--- src/synth_regs_pkg.sv ---
// package: word decode, field positions and register layouts for the synth control bank
package synth_regs_pkg;

  localparam int WORD_W = 24;
  localparam int SEL_W  = 3;

  // register select codes
  localparam logic [2:0] SEL_INT_DIV   = 3'h0;
  localparam logic [2:0] SEL_DITHER    = 3'h3;
  localparam logic [2:0] SEL_PUMP_REF  = 3'h4;
  localparam logic [2:0] SEL_LO_MIXER  = 3'h5;
  localparam logic [2:0] SEL_OSC_ENA   = 3'h6;

  // software port offsets (word index on the plain port)
  localparam logic [3:0] OFS_DITHER    = 4'h3;
  localparam logic [3:0] OFS_PUMP_REF  = 4'h4;
  localparam logic [3:0] OFS_LO_MIXER  = 4'h5;
  localparam logic [3:0] OFS_OSC_ENA   = 4'h6;
  localparam logic [3:0] OFS_STATUS    = 4'h8;
  localparam logic [3:0] OFS_LAST_WORD = 4'h9;

  // dither restart field
  localparam int DITH_LSB = 3;
  localparam int DITH_W   = 17;

  // pump/reference fields
  localparam int PUMP_MULT_LSB = 10;
  localparam int PHASE_OFS_LSB = 12;
  localparam int PHASE_POL_BIT = 17;
  localparam int PUMP_RSET_BIT = 18;
  localparam int REF_SCALE_LSB = 19;
  localparam int MON_SEL_LSB   = 21;
  localparam int BASE_CURRENT_UA = 250;

  // LO path fields
  localparam int LO_DRV_BIT    = 3;
  localparam int LO_EXT_BIT    = 4;
  localparam int LO_DIV3_BIT   = 5;
  localparam int SYN_EN_BIT    = 6;
  localparam int MIX_BIAS_BIT  = 7;
  localparam int DIST_COMP_LSB = 8;

  // oscillator fields
  localparam int BAND_LSB      = 3;
  localparam int BAND_SRC_BIT  = 9;
  localparam int SWING_LSB     = 10;
  localparam int SWITCH_BIT    = 16;
  localparam int OSC_EN_BIT    = 17;
  localparam int OSC_REG_BIT   = 18;
  localparam int MAIN_REG_BIT  = 19;
  localparam int PUMP_EN_BIT   = 20;

  // reset values
  localparam logic [2:0] MON_LOCK_DETECT = 3'h0;
  localparam logic [1:0] REF_UNITY       = 2'h1;
  localparam logic [5:0] SWING_RESET     = 6'h2F;
  localparam logic [16:0] DITH_RESET     = 17'h00001;

  typedef enum logic [1:0] {REF_X2, REF_X1, REF_X05, REF_X025} ref_scale_t;

  typedef struct packed {
    logic [16:0] restart;
  } dither_t;

  typedef struct packed {
    logic [2:0] mon_sel;
    logic [1:0] ref_scale;
    logic       rset_external;
    logic       phase_negative;
    logic [4:0] phase_offset_multiplier;
    logic [1:0] pump_current_multiplier;
  } pump_ref_t;

  typedef struct packed {
    logic [3:0] distortion_comp_setting;
    logic       mixer_bias_enable;
    logic       synth_enable;
    logic       prescale_div3;
    logic       lo_external;
    logic       lo_driver_enable;
  } lo_mixer_t;

  typedef struct packed {
    logic       charge_pump_enable;
    logic       main_regulator_enable;
    logic       oscillator_regulator_enable;
    logic       oscillator_enable;
    logic       switch_calibrate;
    logic [5:0] oscillator_swing_level;
    logic       band_source_select;
    logic [5:0] tuning_band_manual;
  } osc_t;

  // serial frame state: shift register, last word, word count, synchronisers
  typedef struct packed {
    logic [1:0]  sclk_s;
    logic [1:0]  sdata_s;
    logic [1:0]  sle_s;
    logic        sclk_d;
    logic        le_d;
    logic [23:0] shift;
    logic [23:0] last_word;
    logic [7:0]  word_count;
  } link_t;

endpackage

--- src/synth_mixer_control_regs.sv ---
// synth/mixer control register bank loaded by serial words or by the software port
`timescale 1ns/1ps

module synth_mixer_control_regs
  import synth_regs_pkg::*;
(
  // clock and reset
  input  wire logic        clk,
  input  wire logic        rst_n,
  // serial programming link (asynchronous pins)
  input  wire logic        link_clk,
  input  wire logic        link_data,
  input  wire logic        link_load,
  // software port
  input  wire logic [3:0]  addr,
  input  wire logic [23:0] wdata,
  input  wire logic        wr,
  input  wire logic        rd,
  output logic [23:0]      rdata,
  // internal monitor sources
  input  wire logic        lock_detect,
  input  wire logic [6:0]  monitor_sources,
  input  wire logic [5:0]  band_cal_result,
  // analog controls
  output dither_t          dither_ctl,
  output pump_ref_t        pump_ref_ctl,
  output lo_mixer_t        lo_mixer_ctl,
  output osc_t             osc_ctl,
  output logic [5:0]       tuning_band,
  output logic [2:0]       pump_current_multiplier,
  output logic             monitor_output_pin
);

  typedef struct packed {
    link_t       link;
    dither_t     dither;
    pump_ref_t   pump;
    lo_mixer_t   lo;
    osc_t        osc;
    logic [5:0]  band;
    logic [2:0]  mult;
    logic        mon;
    logic [23:0] rdata;
  } state_t;

  state_t state_r;
  state_t state_nxt;

  localparam state_t STATE_RESET = '{
    link:   '0,
    dither: '{restart: DITH_RESET},
    pump:   '{mon_sel: MON_LOCK_DETECT, ref_scale: REF_UNITY, rset_external: 1'b0,
              phase_negative: 1'b0, phase_offset_multiplier: 5'h00,
              pump_current_multiplier: 2'h0},
    lo:     '{distortion_comp_setting: 4'h0, mixer_bias_enable: 1'b1, synth_enable: 1'b1,
              prescale_div3: 1'b0, lo_external: 1'b0, lo_driver_enable: 1'b0},
    osc:    '{charge_pump_enable: 1'b1, main_regulator_enable: 1'b1,
              oscillator_regulator_enable: 1'b1, oscillator_enable: 1'b1,
              switch_calibrate: 1'b0, oscillator_swing_level: SWING_RESET,
              band_source_select: 1'b0, tuning_band_manual: 6'h00},
    band:   6'h00,
    mult:   3'h1,
    mon:    1'b0,
    rdata:  24'h000000
  };

  // applies one 24-bit word to the register its select code names
  function automatic state_t apply_word(input state_t s, input logic [23:0] w);
    state_t t;
    t = s;
    unique case (w[2:0])
      SEL_DITHER: begin
        t.dither.restart = w[DITH_LSB +: DITH_W];
      end
      SEL_PUMP_REF: begin
        t.pump.pump_current_multiplier = w[PUMP_MULT_LSB +: 2];
        t.pump.phase_offset_multiplier = w[PHASE_OFS_LSB +: 5];
        t.pump.phase_negative = w[PHASE_POL_BIT];
        t.pump.rset_external = w[PUMP_RSET_BIT];
        t.pump.ref_scale = w[REF_SCALE_LSB +: 2];
        t.pump.mon_sel = w[MON_SEL_LSB +: 3];
      end
      SEL_LO_MIXER: begin
        t.lo.lo_driver_enable = w[LO_DRV_BIT];
        t.lo.lo_external = w[LO_EXT_BIT];
        t.lo.prescale_div3 = w[LO_DIV3_BIT];
        t.lo.synth_enable = w[SYN_EN_BIT];
        t.lo.mixer_bias_enable = w[MIX_BIAS_BIT];
        t.lo.distortion_comp_setting = w[DIST_COMP_LSB +: 4];
      end
      SEL_OSC_ENA: begin
        t.osc.tuning_band_manual = w[BAND_LSB +: 6];
        t.osc.band_source_select = w[BAND_SRC_BIT];
        t.osc.oscillator_swing_level = w[SWING_LSB +: 6];
        t.osc.switch_calibrate = w[SWITCH_BIT];
        t.osc.oscillator_enable = w[OSC_EN_BIT];
        t.osc.oscillator_regulator_enable = w[OSC_REG_BIT];
        t.osc.main_regulator_enable = w[MAIN_REG_BIT];
        t.osc.charge_pump_enable = w[PUMP_EN_BIT];
      end
      default: begin
        t = s;
      end
    endcase
    return t;
  endfunction

  always_comb begin
    logic sclk_rise;
    logic le_rise;
    logic [23:0] word;
    sclk_rise = 1'b0;
    le_rise = 1'b0;
    word = 24'h000000;
    state_nxt = state_r;
    // two-flop synchronisers; only the second stage is read
    state_nxt.link.sclk_s = {state_r.link.sclk_s[0], link_clk};
    state_nxt.link.sdata_s = {state_r.link.sdata_s[0], link_data};
    state_nxt.link.sle_s = {state_r.link.sle_s[0], link_load};
    state_nxt.link.sclk_d = state_r.link.sclk_s[1];
    state_nxt.link.le_d = state_r.link.sle_s[1];
    sclk_rise = state_r.link.sclk_s[1] & ~state_r.link.sclk_d;
    le_rise = state_r.link.sle_s[1] & ~state_r.link.le_d;
    // msb first shift on link clock rise
    if (sclk_rise) begin
      state_nxt.link.shift = {state_r.link.shift[22:0], state_r.link.sdata_s[1]};
    end
    // latch word on rising load edge; software write takes precedence in same cycle
    if (wr) begin
      state_nxt = apply_word(state_nxt, {wdata[23:3], addr[2:0]});
    end else if (le_rise) begin
      word = state_r.link.shift;
      state_nxt = apply_word(state_nxt, word);
      state_nxt.link.last_word = word;
      state_nxt.link.word_count = state_r.link.word_count + 8'h01;
    end
    // derived outputs
    state_nxt.mult = {1'b0, state_nxt.pump.pump_current_multiplier} + 3'h1;
    state_nxt.band = state_nxt.osc.band_source_select ?
                     state_nxt.osc.tuning_band_manual : band_cal_result;
    if (state_r.pump.mon_sel == MON_LOCK_DETECT) begin
      state_nxt.mon = lock_detect;
    end else begin
      state_nxt.mon = monitor_sources[3'(state_r.pump.mon_sel - 3'h1)];
    end
    // software read port, data one cycle later
    state_nxt.rdata = 24'h000000;
    if (rd) begin
      unique case (addr)
        OFS_DITHER:    state_nxt.rdata = {state_r.dither.restart, SEL_DITHER, 4'h0};
        OFS_PUMP_REF:  state_nxt.rdata = {state_r.pump, 7'h00, SEL_PUMP_REF};
        OFS_LO_MIXER:  state_nxt.rdata = {12'h000, state_r.lo, SEL_LO_MIXER};
        OFS_OSC_ENA:   state_nxt.rdata = {3'h0, state_r.osc, SEL_OSC_ENA};
        OFS_STATUS:    state_nxt.rdata = {10'h000, state_r.band, state_r.link.word_count};
        OFS_LAST_WORD: state_nxt.rdata = state_r.link.last_word;
        default:       state_nxt.rdata = 24'h000000;
      endcase
    end
  end

  always_ff @(posedge clk) begin
    if (!rst_n) begin
      state_r <= STATE_RESET;
    end else begin
      state_r <= state_nxt;
    end
  end

  assign rdata = state_r.rdata;
  assign dither_ctl = state_r.dither;
  assign pump_ref_ctl = state_r.pump;
  assign lo_mixer_ctl = state_r.lo;
  assign osc_ctl = state_r.osc;
  assign tuning_band = state_r.band;
  assign pump_current_multiplier = state_r.mult;
  assign monitor_output_pin = state_r.mon;

endmodule

--- config.mk ---
export PLATFORM = sky130hd
export DESIGN_NAME = synth_mixer_control_regs
export DESIGN_NICKNAME = d
export VERILOG_FILES = /design/src/synth_regs_pkg.sv /design/src/synth_mixer_control_regs.sv
export SDC_FILE = /design/constraint.sdc
export NUM_CORES = 1
export LEC_CHECK = 0
export ABC_CLOCK_PERIOD_IN_PS = 1850
export BUFFER_PORTS_ARGS = -buffer_cell sky130_fd_sc_hd__buf_4
export CAP_MARGIN = 20
export CORE_UTILIZATION = 50
export CTS_BUF_LIST = sky130_fd_sc_hd__clkbuf_4 sky130_fd_sc_hd__clkbuf_8 sky130_fd_sc_hd__clkbuf_16
export CTS_CLUSTER_DIAMETER = 40
export DETAILED_ROUTE_END_ITERATION = 8
export PLACE_DENSITY = 0.79
export SETUP_SLACK_MARGIN = 0.1
export SLEW_MARGIN = 0
export SYNTH_ARGS = -nofsm -noshare
export SYNTH_HDL_FRONTEND = slang
export SYNTH_SLANG_ARGS = --single-unit
--- constraint.sdc ---
create_clock -name clk -period 1.85 [get_ports clk]
set_input_delay 0.37 -clock clk [delete_from_list [all_inputs] [get_ports clk]]
set_output_delay 0.37 -clock clk [all_outputs]
set_load 0.005 [all_outputs]
==> results by group <==
Die
  – Row cnt: 43
  – Initial Utilization: 51.3%
  – Core Box Area: 13900 um^2
  – DIE HEIGHT: 121 um
  – Die footprint: 14700 um^2
  – DIE WIDTH: 121 um
  – IO Count: 141

Route
  – Initial drt markers: 934
  – Residual DRC: 0
  – Vias per cell: about 5.8
  – Routed Antenna Nets: 0
  – DRT Wirelength: 19800 um
  – Wire length per cell: 18.6 um
  – Vias: ~6.2k
  – Pre-antenna DRT Iters: 8

Timing
  – Hold Fails Final Rpt: 0
  – Actual slew at the worst max-slew pin: 763 ps
  – Final period utilization: 92.7%
  – Final WS setup: 135 ps
  – Fin crit period: 1720 ps
  – Setup Skew: 6.64 ps
  – Slew headroom: 49.0%
  – Max Slew Vio Count: 0
  – Fmax: 0.583 GHz
  – Final Setup Violations: 0
  – Unrepaired setup endpoints after global routing: yes

Placement
  – HPWL after DPL: between 10000 and 15000 um
  – DP Area: slightly below 8000 um^2
  – Port Buffers: 137
  – Pre-CTS WS: 1.72 ps
  – GP Congestion: 0.914

Critical path
  – Critical Path RT: between 2000 and 2500 ps
  – RR Startpoint: pump_ref_ctl[11]
  – CP peak stage delay: 340 ps
  – Crit-path slowest cell: dfxtp_1
  – CP Capture Type: flip-flop
  – FF-to-FF path depth: 6
  – Worst Setup Path Type: reg -> reg
  – CP Launch Type: flip-flop
  – CP startpoint: pump_ref_ctl[11]
  – Flop2flop setup slack: 130 ps
  – Crit-path max FO: 3
  – Worst Path Arrival: around 2000 ps
  – RR Endpoint: monitor_output_pin
  – Crit-path cells: inv_1 > ha_1 > mux4_2 > or3_1 > a21oi_1 > a2111oi_1

Synthesis
  – FFs w/ async S/R, synth: 0%
  – Seq cells post-synth: 156
  – Mapped Avg Cell Area: 8.88 um^2
  – Post-synthesis sequential area ratio: a little over two fifths
  – Dominant synthesized flop cell: dfxtp_1
  – Unique cell type count in the Yosys netlist: 63
  – Post-synth EDFFs: 0
  – Yosys warns: 0
  – Mapped Cells: about 800
  – Post-Synthesis Net Count: 855
  – Mapped Area: around 7100 um^2

Clock tree
  – H-tree depth: 4
  – CTS tree: done
  – Clk buf depth: 2
  – Clock latency on the worst-skew pair: 430 ps
  – Clock root cell: clkbuf_16
  – TritonCTS Buffers: 17
  – # clock sinks: 156
  – Clock-pin slew on the worst setup and hold paths: 60 ps
  – # Post-CTS Setup Buffers: 0

Global routing
  – Largest net degree at the start of global routing: 34
  – Vias in the first global route: roughly 5.4k
  – First-pass GRT wire length: 30200 um
  – GRT Overall Usage: 27.1%
  – Gr ovfl total: 0
  – Initial antenna violation count: 0

Min path
  – Worst hold start: link_clk
  – Hold Path Stages: 2
  – WHS Endpoint: state_r[154]
  – Hold WC Path Type: in -> reg

Finish
  – Area growth from synthesis to layout: 21.7%
  – N_diodes: 0
  – Final nets: 926
  – Final Cell Area: 8660 um^2
  – Most frequent cells in the layout: buf_4, dfxtp_1, nand2_1, a21oi_1, nor2_1
  – Fillers: 1140
  – Most common library cell in the layout ignoring fill and taps: buf_4
  – Layout cells sized above 1: between 20 and 30%

Job
  – Max_cap viols: 0

Status
  – Status: finished, final reports clean

Power
  – Pwr Density: 947 nW/um^2
  – Worst IR Drop VDD: 0.519 mV
  – Lkg Pwr: roughly 3.3 nW
## worst max-delay path by stage
stage                            endpoint
5_1_grt                monitor_output_pin
4_1_cts                monitor_output_pin
3_3_place_gp                     rdata[5]
3_5_place_dp                     rdata[4]
6_report               monitor_output_pin
2_1_floorplan  pump_current_multiplier[1]
## layout make-up
cell class                      count  area, um^2  area share (%)
Multi-Input combinational cell    492        3040            35.1
Clock inverter                     15         267            3.08
Sequential cell                   156        3130            36.1
Tap cell                          180         225            2.60
Inverter                            8        30.0           0.347
Clock buffer                       17         425            4.91
Timing Repair Buffer              198        1550            17.9
## critical path: cells and delay by family, from the launching register on
family	cells	cell delay, ps
buffers and inverters	1	70
AND/OR/NAND/NOR	1	310
multiplexers	1	320
AO/OA/AOI/OAI	2	200
adder cells (fa/ha/maj)	1	340
flip-flops	1	340
## metal layers
metal  share of wire, %  wire length [um]  GRT usage [%]
met3                 11              2200           5.26
met1                 41              8150           38.3
met2                 45              8930           40.1
met4                2.8               558           10.9
met5                  0                 0              0
## cell usage after synthesis (6+ instances only)
master / number / area share, %
a311oi_1: 8 / 0.98
buf_2: 20 / 1.4
a221oi_1: 9 / 1.1
a21oi_1: 82 / 5.8
buf_4: 95 / 10
o21ai_0: 10 / 0.70
dfxtp_1: 156 / 44
nand2_1: 150 / 7.9
a31oi_1: 12 / 1.1
nor2_1: 41 / 2.2
a222oi_1: 14 / 2.0
a221o_1: 9 / 1.3
and2_1: 21 / 1.8
clkbuf_1: 26 / 1.4
mux2i_1: 12 / 1.7
inv_1: 7 / 0.37
a22oi_1: 34 / 3.6
xor2_1: 6 / 0.74
nand2b_1: 6 / 0.53
a211oi_1: 14 / 1.5
## sequential cells by signal (all words and copies together), names as in the netlist
register / count
monitor_output_pin: 1
tuning_band: 6
rdata: 24
pump_current_multiplier: 3
state_r: 64
dither_ctl: 17
lo_mixer_ctl: 9
osc_ctl: 18
pump_ref_ctl: 14
## through the flow
stage | total power, mW | setup TNS, ps | instances | hold slack, ps | util (%)
after global routing | 8.43 | 0 | 1066 | 147 | 62.4
after floorplan | 3.93 | 0 | 802 | 412 | -
final | 8.20 | 0 | 1066 | 149 | 62.4
after global placement | 4.18 | -170 | 1034 | 414 | 57.3
after CTS | 8.21 | 0 | 1066 | 139 | 62.3
after detailed placement | 4.19 | 0 | 1034 | 419 | 57.3
## report_power, final
part           switching, mW  internal (mW)  leakage (nW)
clock network           1.40           2.67         0.334
logic                  0.325          0.309          1.74
registers             0.0722           3.43          1.27
total                   1.79           6.41          3.33
## logic make-up (layout without fill, tap and decap cells)
kind of cell	after synthesis	after routing	synth area share [%]
XOR/XNOR	7	7	0.861
flip-flops	156	156	43.9
multiplexers	19	19	3.01
buffers and inverters	154	238	13.8
AND/OR/NAND/NOR	255	255	17.2
AO/OA/AOI/OAI	207	207	20.6
adder cells (fa/ha/maj)	4	4	0.703
## timing repair
action	in CTS	in global routing
hold buffers	0	0
gates resized for setup	1	5
setup endpoints to repair	1	6
No activity file was read; power rests on OpenSTA's default activity.
